### src/shared/tcrb_pkg.sv
// Notes on behaviour
// - capture, no trigger: plain 16-bit count, overflow flag
// - trigger fall copies count into capture bytes
// - capture fall sets external flag too
// - capture mode never reloads the counter
// - each later fall overwrites both capture bytes
// - reset clears down-count; then pin sets direction
// - up count to ffff, flag, reload
// - trigger fall also reloads, sets external flag
// - interrupt when enabled and either flag set
// - fall seen over two machine cycles
// - down-count enabled, pin high: count up
// - pin low: count down, underflow at reload, load ffff
// - up/down mode toggles external flag per wrap
// - clock out is osc over twice span
// - clock-out rollovers raise no interrupt
// - select bits pick baud source per direction
// - baud mode counts osc clocks, reloads on rollover
// - baud rollover sets no flag, no interrupt
// - baud mode trigger fall flags without reload
// - timer elsewhere counts once per machine cycle
// - baud select forces auto-reload, ignores capture select
// - overflow flag set by hardware, cleared by software
package tcrb_pkg;
   // register byte offsets
   localparam logic [4:0] OFS_CTRL = 5'h00;
   localparam logic [4:0] OFS_MODE = 5'h04;
   localparam logic [4:0] OFS_COUNT = 5'h08;
   localparam logic [4:0] OFS_CAPREL = 5'h0c;
   localparam logic [4:0] OFS_IRQEN = 5'h10;
   // control register bit positions
   localparam int CB_OVF = 7;
   localparam int CB_EXT = 6;
   localparam int CB_RXSEL = 5;
   localparam int CB_TXSEL = 4;
   localparam int CB_EXTEN = 3;
   localparam int CB_RUN = 2;
   localparam int CB_CTS = 1;
   localparam int CB_CPRL = 0;
   // mode register bit positions
   localparam int MB_CLKOE = 1;
   localparam int MB_DOWN_COUNT_ENABLE = 0;
   // reset values and count top
   localparam logic [7:0] CTRL_RST = 8'h00;
   localparam logic [1:0] MODE_RST = 2'h0;
   localparam logic [15:0] COUNT_RST = 16'h0000;
   localparam logic [15:0] CAPREL_RST = 16'h0000;
   localparam logic [15:0] COUNT_TOP = 16'hffff;
   // oscillator clocks per machine cycle
   localparam logic [2:0] MC_DIV = 3'h6;
   typedef struct packed {
      logic ovf_flag;
      logic ext_event_flag;
      logic rx_baud_select;
      logic tx_baud_select;
      logic ext_trigger_enable;
      logic run_bit;
      logic timer_counter_select;
      logic capture_reload_select;
   } tcrb_ctrl_s;
endpackage

### src/logic/tcrb_timer.sv
module tcrb_timer (
   // clock and reset
   input wire logic ref_clk_i,
   input wire logic reset_i,
   // avalon-mm slave
   input wire logic [4:0] avs_address_i,
   input wire logic avs_read_i,
   input wire logic avs_write_i,
   input wire logic [31:0] avs_writedata_i,
   input wire logic [3:0] avs_byteenable_i,
   output logic [31:0] avs_readdata_o,
   output logic avs_waitrequest_o,
   // external pins
   input wire logic trigger_dir_pin_i,
   input wire logic count_clkout_pin_i,
   output logic count_clkout_pin_o,
   output logic count_clkout_pin_oe_n_o,
   // serial port baud sources
   input wire logic t1_ovf_i,
   output logic tx_baud_tick_o,
   output logic rx_baud_tick_o,
   // interrupt request
   output logic irq_o
);
   // ==========================================================
   // registers
   // ==========================================================
   tcrb_pkg::tcrb_ctrl_s ctrl_reg, ctrl_next;
   logic [1:0] mode_reg, mode_next;
   logic [15:0] cnt_reg, cnt_next;
   logic [15:0] caprel_reg, caprel_next;
   logic irqen_reg, irqen_next;
   logic [2:0] mc_cnt_reg;
   logic mc_en;
   logic trg_a_reg, trg_b_reg;
   logic cpin_a_reg, cpin_b_reg;
   logic wait_reg;
   logic [31:0] rdata_reg;
   logic pin_out_reg, oe_n_reg, irq_reg, tx_tick_reg, rx_tick_reg;

   // ==========================================================
   // bus decode
   // ==========================================================
   wire req = avs_read_i | avs_write_i;
   wire acc_wr = avs_write_i & ~wait_reg;
   wire sel_ctrl = avs_address_i == tcrb_pkg::OFS_CTRL;
   wire sel_mode = avs_address_i == tcrb_pkg::OFS_MODE;
   wire sel_cnt = avs_address_i == tcrb_pkg::OFS_COUNT;
   wire sel_cap = avs_address_i == tcrb_pkg::OFS_CAPREL;
   wire sel_irq = avs_address_i == tcrb_pkg::OFS_IRQEN;
   wire wr_ctrl = acc_wr & sel_ctrl & avs_byteenable_i[0];
   wire wr_mode = acc_wr & sel_mode & avs_byteenable_i[0];
   wire wr_irq = acc_wr & sel_irq & avs_byteenable_i[0];
   wire wr_cnt_lo = acc_wr & sel_cnt & avs_byteenable_i[0];
   wire wr_cnt_hi = acc_wr & sel_cnt & avs_byteenable_i[1];
   wire wr_cap_lo = acc_wr & sel_cap & avs_byteenable_i[0];
   wire wr_cap_hi = acc_wr & sel_cap & avs_byteenable_i[1];
   wire [7:0] wd = avs_writedata_i[7:0];
   wire [7:0] wd_hi = avs_writedata_i[15:8];
   // unmapped offsets read as zero
   wire [31:0] rd_mux = sel_ctrl ? {24'h000000, ctrl_reg} :
                        sel_mode ? {30'h00000000, mode_reg} :
                        sel_cnt ? {16'h0000, cnt_reg} :
                        sel_cap ? {16'h0000, caprel_reg} :
                        sel_irq ? {31'h00000000, irqen_reg} : 32'h00000000;

   // ==========================================================
   // mode decode
   // ==========================================================
   wire baud = ctrl_reg.tx_baud_select | ctrl_reg.rx_baud_select;
   wire cap_mode = ctrl_reg.capture_reload_select & ~baud;
   wire clkout = ~baud & ~ctrl_reg.capture_reload_select & mode_reg[tcrb_pkg::MB_CLKOE];
   wire updown = mode_reg[tcrb_pkg::MB_DOWN_COUNT_ENABLE] & ~cap_mode & ~baud & ~clkout;
   wire down = updown & ~trg_a_reg;
   wire fast = baud | clkout;
   wire pin_fall = mc_en & cpin_b_reg & ~cpin_a_reg;
   wire ext_fall = mc_en & trg_b_reg & ~trg_a_reg;
   wire ext_hit = ext_fall & ctrl_reg.ext_trigger_enable;
   // timer ticks: osc rate for baud and clock-out, machine cycle otherwise
   wire tick = ctrl_reg.run_bit &
               (ctrl_reg.timer_counter_select ? pin_fall : (fast | mc_en));
   wire at_end = down ? (cnt_reg == caprel_reg) : (cnt_reg == tcrb_pkg::COUNT_TOP);
   wire roll = tick & at_end;
   wire [15:0] reload_val = down ? tcrb_pkg::COUNT_TOP : caprel_reg;
   wire cap_hit = ext_hit & cap_mode;
   wire ext_reload = ext_hit & ~cap_mode & ~baud & ~updown;
   wire ovf_set = roll & ~baud & ~clkout;
   wire ext_set = ext_hit & ~updown;
   wire ext_tgl = roll & updown;
   wire [15:0] step = down ? cnt_reg - 16'h0001 : cnt_reg + 16'h0001;

   // ==========================================================
   // next-state logic
   // ==========================================================
   always_comb begin
      cnt_next = cnt_reg;
      if (roll) begin
         cnt_next = cap_mode ? 16'h0000 : reload_val;
      end else if (ext_reload) begin
         cnt_next = caprel_reg;
      end else if (tick) begin
         cnt_next = step;
      end
      if (wr_cnt_lo) begin
         cnt_next[7:0] = wd;
      end
      if (wr_cnt_hi) begin
         cnt_next[15:8] = wd_hi;
      end
   end

   always_comb begin
      caprel_next = cap_hit ? cnt_reg : caprel_reg;
      if (wr_cap_lo) begin
         caprel_next[7:0] = wd;
      end
      if (wr_cap_hi) begin
         caprel_next[15:8] = wd_hi;
      end
   end

   always_comb begin
      ctrl_next = wr_ctrl ? tcrb_pkg::tcrb_ctrl_s'(wd) : ctrl_reg;
      // software may only clear flags; a hardware set wins
      ctrl_next.ovf_flag = ovf_set |
                           (ctrl_reg.ovf_flag & ~(wr_ctrl & ~wd[tcrb_pkg::CB_OVF]));
      ctrl_next.ext_event_flag = ext_set |
                                 (ctrl_reg.ext_event_flag & ~(wr_ctrl & ~wd[tcrb_pkg::CB_EXT]));
      if (ext_tgl) begin
         ctrl_next.ext_event_flag = ~ctrl_reg.ext_event_flag;
      end
   end

   assign mode_next = wr_mode ? wd[1:0] : mode_reg;
   assign irqen_next = wr_irq ? wd[0] : irqen_reg;
   assign mc_en = mc_cnt_reg == (tcrb_pkg::MC_DIV - 3'h1);

   // ==========================================================
   // sequential
   // ==========================================================
   always_ff @(posedge ref_clk_i) begin
      if (reset_i) begin
         ctrl_reg <= tcrb_pkg::CTRL_RST;
         mode_reg <= tcrb_pkg::MODE_RST;
         cnt_reg <= tcrb_pkg::COUNT_RST;
         caprel_reg <= tcrb_pkg::CAPREL_RST;
         irqen_reg <= 1'b0;
      end else begin
         ctrl_reg <= ctrl_next;
         mode_reg <= mode_next;
         cnt_reg <= cnt_next;
         caprel_reg <= caprel_next;
         irqen_reg <= irqen_next;
      end
   end

   always_ff @(posedge ref_clk_i) begin
      if (reset_i) begin
         mc_cnt_reg <= 3'h0;
      end else begin
         mc_cnt_reg <= mc_en ? 3'h0 : mc_cnt_reg + 3'h1;
      end
   end

   // pin samples once per machine cycle
   always_ff @(posedge ref_clk_i) begin
      if (reset_i) begin
         trg_a_reg <= 1'b1;
         trg_b_reg <= 1'b1;
         cpin_a_reg <= 1'b1;
         cpin_b_reg <= 1'b1;
      end else if (mc_en) begin
         trg_a_reg <= trigger_dir_pin_i;
         trg_b_reg <= trg_a_reg;
         cpin_a_reg <= count_clkout_pin_i;
         cpin_b_reg <= cpin_a_reg;
      end
   end

   always_ff @(posedge ref_clk_i) begin
      if (reset_i) begin
         wait_reg <= 1'b1;
         rdata_reg <= 32'h00000000;
      end else begin
         wait_reg <= ~(req & wait_reg);
         if (avs_read_i & wait_reg) begin
            rdata_reg <= rd_mux;
         end
      end
   end

   always_ff @(posedge ref_clk_i) begin
      if (reset_i) begin
         pin_out_reg <= 1'b0;
         oe_n_reg <= 1'b1;
         irq_reg <= 1'b0;
         tx_tick_reg <= 1'b0;
         rx_tick_reg <= 1'b0;
      end else begin
         if (roll & clkout) begin
            pin_out_reg <= ~pin_out_reg;
         end
         oe_n_reg <= ~clkout;
         irq_reg <= irqen_next & (ctrl_next.ovf_flag | ctrl_next.ext_event_flag);
         tx_tick_reg <= ctrl_reg.tx_baud_select ? roll : t1_ovf_i;
         rx_tick_reg <= ctrl_reg.rx_baud_select ? roll : t1_ovf_i;
      end
   end

   assign avs_readdata_o = rdata_reg;
   assign avs_waitrequest_o = wait_reg;
   assign count_clkout_pin_o = pin_out_reg;
   assign count_clkout_pin_oe_n_o = oe_n_reg;
   assign irq_o = irq_reg;
   assign tx_baud_tick_o = tx_tick_reg;
   assign rx_baud_tick_o = rx_tick_reg;

   wire no_cnt_wr = ~(wr_cnt_lo | wr_cnt_hi);
endmodule // tcrb_timer

### config.mk
export PLATFORM = sky130hd
export DESIGN_NAME = tcrb_timer
export DESIGN_NICKNAME = d
export VERILOG_FILES = /design/src/shared/tcrb_pkg.sv /design/src/logic/tcrb_timer.sv
export SDC_FILE = /design/constraint.sdc
export NUM_CORES = 1
export LEC_CHECK = 0
export BUFFER_PORTS_ARGS = -buffer_cell sky130_fd_sc_hd__buf_4
export CORE_MARGIN = 4
export CORE_UTILIZATION = 41
export CTS_BUF_LIST = sky130_fd_sc_hd__clkbuf_16
export DETAILED_ROUTE_END_ITERATION = 10
export PLACE_DENSITY_LB_ADDON = 0.2
export SLEW_MARGIN = 20
export SYNTH_ARGS = -nofsm -noshare
export SYNTH_HDL_FRONTEND = slang
export SYNTH_SLANG_ARGS = --single-unit
### constraint.sdc
create_clock -name ref_clk_i -period 10.8 [get_ports ref_clk_i]
set_clock_uncertainty 0.1 [all_clocks]
set_input_delay 0.54 -clock ref_clk_i [delete_from_list [all_inputs] [get_ports ref_clk_i]]
set_output_delay 0.54 -clock ref_clk_i [all_outputs]
set_load 0.01 [all_outputs]
# Word-level counts from Yosys, hierarchy flattened
# Cells that the tools add are included.
[classes] add_sub_neg=3 eq_ne=7 muxes=22 n_bitwise=65 n_reduce_logical=6
[op_table] op="$mux 16" n=11
[op_table] op="$and 1x1->1" n=43
[op_table] op="$mux 8" n=4
[op_table] op="$add 16x1->16 const B" n=1
[op_table] op="$eq 16x16->1" n=1
[op_table] op="$eq 16x16->1 const B" n=1
[op_table] op="$sub 16x1->16 const B" n=1
[op_table] op="$not 1->1" n=15
[op_table] op="$eq 5x4->1 const B" n=2
[op_table] op="$reduce_bool 4->1" n=2
[op_table] op="$mux 1" n=7
[op_table] op="$or 1x1->1" n=7
[op_table] op="$eq 5x3->1 const B" n=1
[op_table] op="$eq 5x5->1 const B" n=1
[op_table] op="$logic_not 5->1" n=1
[op_table] op="$reduce_bool 2->1" n=2
[op_table] op="$add 3x1->3 const B" n=1
[op_table] op="$eq 3x3->1 const B" n=1
[op_table] op="$reduce_or 2->1" n=1
[word_totals] ff_bits=88 inputBits=48 out_inout_bits=38 wordCells=129

# Depth between registers and ports, before layout
[depth] depth_word=15 ltp_mapped=14 mapped_depth_nobuf=12

# Worst setup path before layout
# No wires, ideal clock.
[synth_timing] kind="reg-to-reg" start="register mode_reg[1]" end="register cnt_reg[8]" arrival_ns=3.249 required_ns=10.620 setup_slack_ns=7.372 stages_incl_launch_ff=15 path_buffers=2 cell_sequence="dfxtp_1 > buf_6 > nor3b_4 > nand2_2 > clkbuf_1 > xnor2_1 > ha_1 > or4_1 > or4_1 > nor3_1 > a41oi_1 > xnor2_1 > nor2_1 > or3_1 > a211oi_2"
[synth_between] elab_chain_len=9 elab_cells_between_ends=20 cone_classes="mux (9); bitwise (10); reduce/logical (1)"
[synth_lines] item="from (decl)" line="tcrb_timer.sv:29" rtl="logic [1:0] mode_reg, mode_next;"
[synth_lines] item="from (signal assigned)" line="tcrb_timer.sv:144" rtl="mode_reg <= tcrb_pkg::MODE_RST;"
[synth_lines] item="from (signal assigned)" line="tcrb_timer.sv:150" rtl="mode_reg <= mode_next;"
[synth_lines] item="$and 1x1->1 *" line="tcrb_timer.sv:72" rtl="wire clkout = ~baud & ~ctrl_reg.capture_reload_select & mode_reg[tcrb_pkg::MB_CLKOE];"
[synth_lines] item="$not 1->1" line="tcrb_timer.sv:73" rtl="wire updown = mode_reg[tcrb_pkg::MB_DOWN_COUNT_ENABLE] & ~cap_mode & ~baud & ~clkout;"
[synth_lines] item="$and 1x1->1" line="tcrb_timer.sv:73"
[synth_lines] item="$and 1x1->1" line="tcrb_timer.sv:74" rtl="wire down = updown & ~trg_a_reg;"
[synth_lines] item="$mux 16" line="tcrb_timer.sv:90" rtl="wire [15:0] step = down ? cnt_reg - 16'h0001 : cnt_reg + 16'h0001;"
[synth_lines] item="$mux 16" line="tcrb_timer.sv:101" rtl="end else if (tick) begin"
[synth_lines] item="$mux 16" line="tcrb_timer.sv:99" rtl="end else if (ext_reload) begin"
[synth_lines] item="$mux 16" line="tcrb_timer.sv:97" rtl="if (roll) begin"
[synth_lines] item="$mux 8" line="tcrb_timer.sv:107" rtl="if (wr_cnt_hi) begin"
[synth_lines] item="to (signal assigned)" line="tcrb_timer.sv:145" rtl="cnt_reg <= tcrb_pkg::COUNT_RST;"
[synth_lines] item="to (signal assigned)" line="tcrb_timer.sv:151" rtl="cnt_reg <= cnt_next;"
[synth_lines] item="to (decl)" line="tcrb_timer.sv:30" rtl="logic [15:0] cnt_reg, cnt_next;"
# Mark *: on every way between the ends. The rest lies on a longest branch, timed or not. The select of a mux whose other input is x is not followed.
# A chain may end at the register's enable or synchronous reset.

# Worst setup path after layout
[layout_timing] start="register mode_reg[0]" end="register cnt_reg[8]"
[layout_between] elab_chain_len=9 elab_cells_between_ends=16 cone_classes="mux (8); bitwise (7); reduce/logical (1)"
[layout_lines] item="$and 1x1->1 * (3 in a row)" line="tcrb_timer.sv:73"
[layout_lines] item="$and 1x1->1" line="tcrb_timer.sv:74"
[layout_lines] item="$mux 16" line="tcrb_timer.sv:90"
[layout_lines] item="$mux 16" line="tcrb_timer.sv:101"
[layout_lines] item="$mux 16" line="tcrb_timer.sv:99"
[layout_lines] item="$mux 16" line="tcrb_timer.sv:97"
[layout_lines] item="$mux 8" line="tcrb_timer.sv:107"
# Marks and branches as above.

==> run summary <==
The run finished with clean final reports. In the final design database the tool counted 687 nets. 0 antenna diodes ended up in the layout. The count of buffer and inverter cells on the critical path came out at 0. Summing every instance area after synthesis gives between 4000 and 5000 µm².

The post-route fraction of the period consumed by the critical path is a little under two fifths. The final route contains 4708 vias. The kind of path behind the tightest hold check is in2reg. The internal power of the cells is 0.441 mW.

The final hold violation count is 0. The post-synthesis async set-or-reset flop share came out at 0%. For this configuration, the core starts out at a cell density of 42.0%. The share of power burned in registers came out at 47.0%. In this run the static leakage power is 1.96 nW. The largest individual stage delay along the critical path comes from the cell sky130_fd_sc_hd__nor3b_4. The clock transition time at the flip-flop clock pins of the worst setup and hold paths is 0.06 ns.

Along the worst path, the maximum fanout reaches 16. The wire length of the first global-routing pass is 23600 µm. The first detailed-routing pass took 5 iterations. The buffer count from post-CTS setup fixing is 0. The number of unique standard cell types used by synthesis came out at 63. The count of instances resized after the clock tree is built came out at 0. The critical path arrival came out at 4.23 ns. The die is 116 µm wide. The number of global-route vias before repair is about 4500. The number of antenna violations at the first check in global routing came out at 0. The largest net degree at the start of global routing came out at 67.

Static timing analysis puts the maximum clock frequency at 0.245 GHz. The total wire length came out at 14600 µm. TritonCTS built the clock tree. The clock net in this run drives a total of 72 sinks.

The total DRC errors in the routed layout is 0. During synthesis, Yosys emitted a total of 0 warnings. The largest voltage drop on the vdd net came out at around 0.076 mV.

The height of the chip came out at around 120 µm. Walking the worst path, the cells encountered are nor3b_4, nand2_2, xnor2_1, ha_1, or4_1, or4_1, nor3_1, a41oi_1, xnor2_1, nor2_1, or3_1, a211oi_2. The core area is 11500 µm².

STA classifies the critical path endpoint as a register. The top flip-flop cell by instance count after synthesis is sky130_fd_sc_hd__dfxtp_1. The count of hold buffers inserted by post-cts repair came out at 0. For the worst setup path, the data required time is 10.95 ns. The type of the setup path with the least slack is reg2reg. Across the run, the number of max-cap violations was 0.

The clock buffer count from CTS is 9. The longest clock path from root to sink contains 2 buffers. The switching power as a share of total power came out at 24.6%.

The detailed-route wire length per cell is between 15 and 20 µm. The overflow left after global routing came out at 0. The power density over the cells came out at 109 nW/µm². Cells with a size suffix above 1 make up about 15% of the layout. On the worst path, the slowest cell contributes a delay of between 0.5 and 0.6 ns.

In the global route stage, overall resource usage came out at 22.2%. The total design power is 0.585 mW. The critical path's top delay family is simple AND/OR/NAND/NOR gates.

The top-level I/O count is 86. Counting the fill cells in the layout gives 1156. Setup repair after global routing left no endpoint under its margin. For the final routed database, the setup TNS stands at 0 ns. The transition time at the pin with the least slew margin is 0.929 ns. The area enclosed by the die boundary is 13600 µm².

In this run, the combinational gates consume approximately 7.6% of the power. The via density per instance came out at around 6. The number of core rows came out at 39. The later-pin clock latency in the skew report is 0.33 ns. The net load switching power is 0.144 mW. The number of instances in the synthesized netlist is ~620. The sequential area share after synthesis came out at 29.9%.

The worst slew margin relative to its limit came out at 37.5%. The total count of max-transition violations in the final report came to 0. The total number of H-tree levels came out at 3.

The clock share of power is a little under half. Across all register-to-register paths, the minimum setup slack is between 6 and 7 ns. The wire-length estimate of the detail-placed layout is 10700 µm. The share of the core filled with cells is between 40% and 50%. The area added between synthesis and finish is 11.7%.

Counting flops with a built-in enable in the synthesized netlist gives 0. Input and output buffers added on the ports amount to 51. The number of synthesized register bits is 72. The final count of negative-setup-slack endpoints is 0.

The root buffer cell chosen for the clock tree is sky130_fd_sc_hd__clkbuf_16. The worst setup path is launched from a register. The time the final worst path needs with I/O delays and setup came out at 4.08 ns. The first routing iteration left 373 violations.

The average cell area after synthesis came out at 7.72 µm². The final weighted congestion of routability-driven global placement is just over 0.9. The number of nets with antenna violations after detailed routing came out at 0.
-- synthesized netlist by cell type (all sizes together) (2+ instances only) --
cell type	count	share of area, %
clkbuf	40	3.1
nor2	98	7.8
a211o	4	0.73
a21o	2	0.31
buf	27	4.1
ha	3	0.78
xor2	10	1.8
nand4	5	0.65
o31ai	5	1.1
dfxtp	72	30
o21ai	15	1.6
a211oi	37	6.6
nor4	10	1.3
o211ai	3	0.47
and2	9	1.2
nor3b	2	0.55
inv	8	0.62
nor4b	2	0.36
nand2b	8	1.0
a21oi	43	4.5
nand2	40	3.2
o2111ai	6	1.1
o221ai	2	0.36
mux2i	41	8.5
a22oi	7	1.1
and3	5	0.65
a31o	5	0.91
or4	7	1.2
nor2b	6	0.78
a41oi	5	0.91
xnor2	11	2.0
nand3	20	2.1
nor3	33	3.7
or3	12	1.6
a31oi	5	0.65
-- placed cells by master, fill, tap and decap left out, types with 3 or more instances in the layout --
cell type / count
sky130_fd_sc_hd__a211o_1: 4
sky130_fd_sc_hd__a211oi_1: 29
sky130_fd_sc_hd__a211oi_2: 8
sky130_fd_sc_hd__a21oi_1: 43
sky130_fd_sc_hd__a22oi_1: 7
sky130_fd_sc_hd__a31o_2: 4
sky130_fd_sc_hd__a31oi_1: 5
sky130_fd_sc_hd__a41oi_1: 5
sky130_fd_sc_hd__and2_1: 7
sky130_fd_sc_hd__and3_1: 5
sky130_fd_sc_hd__buf_4: 53
sky130_fd_sc_hd__clkbuf_16: 9
sky130_fd_sc_hd__conb_1: 16
sky130_fd_sc_hd__dfxtp_1: 72
sky130_fd_sc_hd__ha_1: 3
sky130_fd_sc_hd__inv_1: 9
sky130_fd_sc_hd__mux2i_1: 41
sky130_fd_sc_hd__nand2_1: 39
sky130_fd_sc_hd__nand2b_1: 8
sky130_fd_sc_hd__nand3_1: 20
sky130_fd_sc_hd__nand4_1: 5
sky130_fd_sc_hd__nor2_1: 97
sky130_fd_sc_hd__nor2b_1: 6
sky130_fd_sc_hd__nor3_1: 28
sky130_fd_sc_hd__nor3_2: 5
sky130_fd_sc_hd__nor4_1: 9
sky130_fd_sc_hd__o2111ai_1: 6
sky130_fd_sc_hd__o211ai_1: 3
sky130_fd_sc_hd__o21ai_0: 15
sky130_fd_sc_hd__o31ai_1: 4
sky130_fd_sc_hd__or3_1: 12
sky130_fd_sc_hd__or4_1: 5
sky130_fd_sc_hd__xnor2_1: 11
sky130_fd_sc_hd__xor2_1: 10
-- cells by family after synthesis --
logic type               synth area share [%]
AO/OA/AOI/OAI                            22.1
XOR/XNOR                                 3.82
adder cells (fa/ha/maj)                 0.779
buffers and inverters                    7.81
flip-flops                               29.9
multiplexers                             8.51
other                                  0.0778
AND/OR/NAND/NOR                          27.0
-- through the flow --
| stage | instance area (µm²) | instances | hold WS (ns) | setup WS (ns) |
|---|---|---|---|---|
| floorplan | 4880 | 639 | 0.332 | 7.37 |
| global placement | 5110 | 768 | 0.334 | 6.78 |
| detailed placement | 5110 | 768 | 0.351 | 6.83 |
| CTS | 5370 | 783 | 0.305 | 6.79 |
| global route | 5390 | 783 | 0.330 | 6.50 |
| finish | 5390 | 783 | 0.310 | 6.72 |
-- power by group through the flow --
stage	combinational (mW)	clock [mW]	sequential, mW
3_5_place_dp	0.0444	0	0.281
3_3_place_gp	0.0435	0	0.281
4_1_cts	0.0444	0.271	0.275
6_report	0.0448	0.265	0.275
2_1_floorplan	0.0288	0	0.280
5_1_grt	0.0498	0.282	0.275
-- final cells by class --
type | count | area, µm² | area share, %
sequential | 72 | 1440 | 26.8
tap | 143 | 179 | 3.32
timing repair buffer | 53 | 398 | 7.39
clock inverter | 6 | 37.5 | 0.697
inverter | 8 | 30.0 | 0.558
clock buffer | 9 | 225 | 4.18
multi-input combinational | 492 | 3070 | 57.1
-- routing by layer --
| metal | vias up | track usage (%) | routed length, µm |
|---|---|---|---|
| li1 | 2265 | - | - |
| met1 | 2245 | 29.1 | 6350 |
| met2 | 162 | 36.0 | 7020 |
| met3 | 36 | 4.09 | 832 |
| met4 | 0 | 8.66 | 408 |
| met5 | - | 0 | 0 |
-- worst register-to-register path, delay by kind of cell, from the launching register on --
family          cells  cell delay [ns]
flops               1             0.43
fa+ha+maj           1             0.27
compound gates      2             0.27
xor+xnor            2             0.47
simple gates        7             2.48
-- path summary, 6_finish.rpt --
path | from | end | depth (start not counted)
min reg2reg | cpin_b_reg | cpin_b_reg | 2
max reg2reg | mode_reg[0] | cnt_reg[8] | 12
min | count_clkout_pin_i | cpin_a_reg | 3
max | mode_reg[0] | cnt_reg[8] | 12
(Power assumes the default switching activity.)
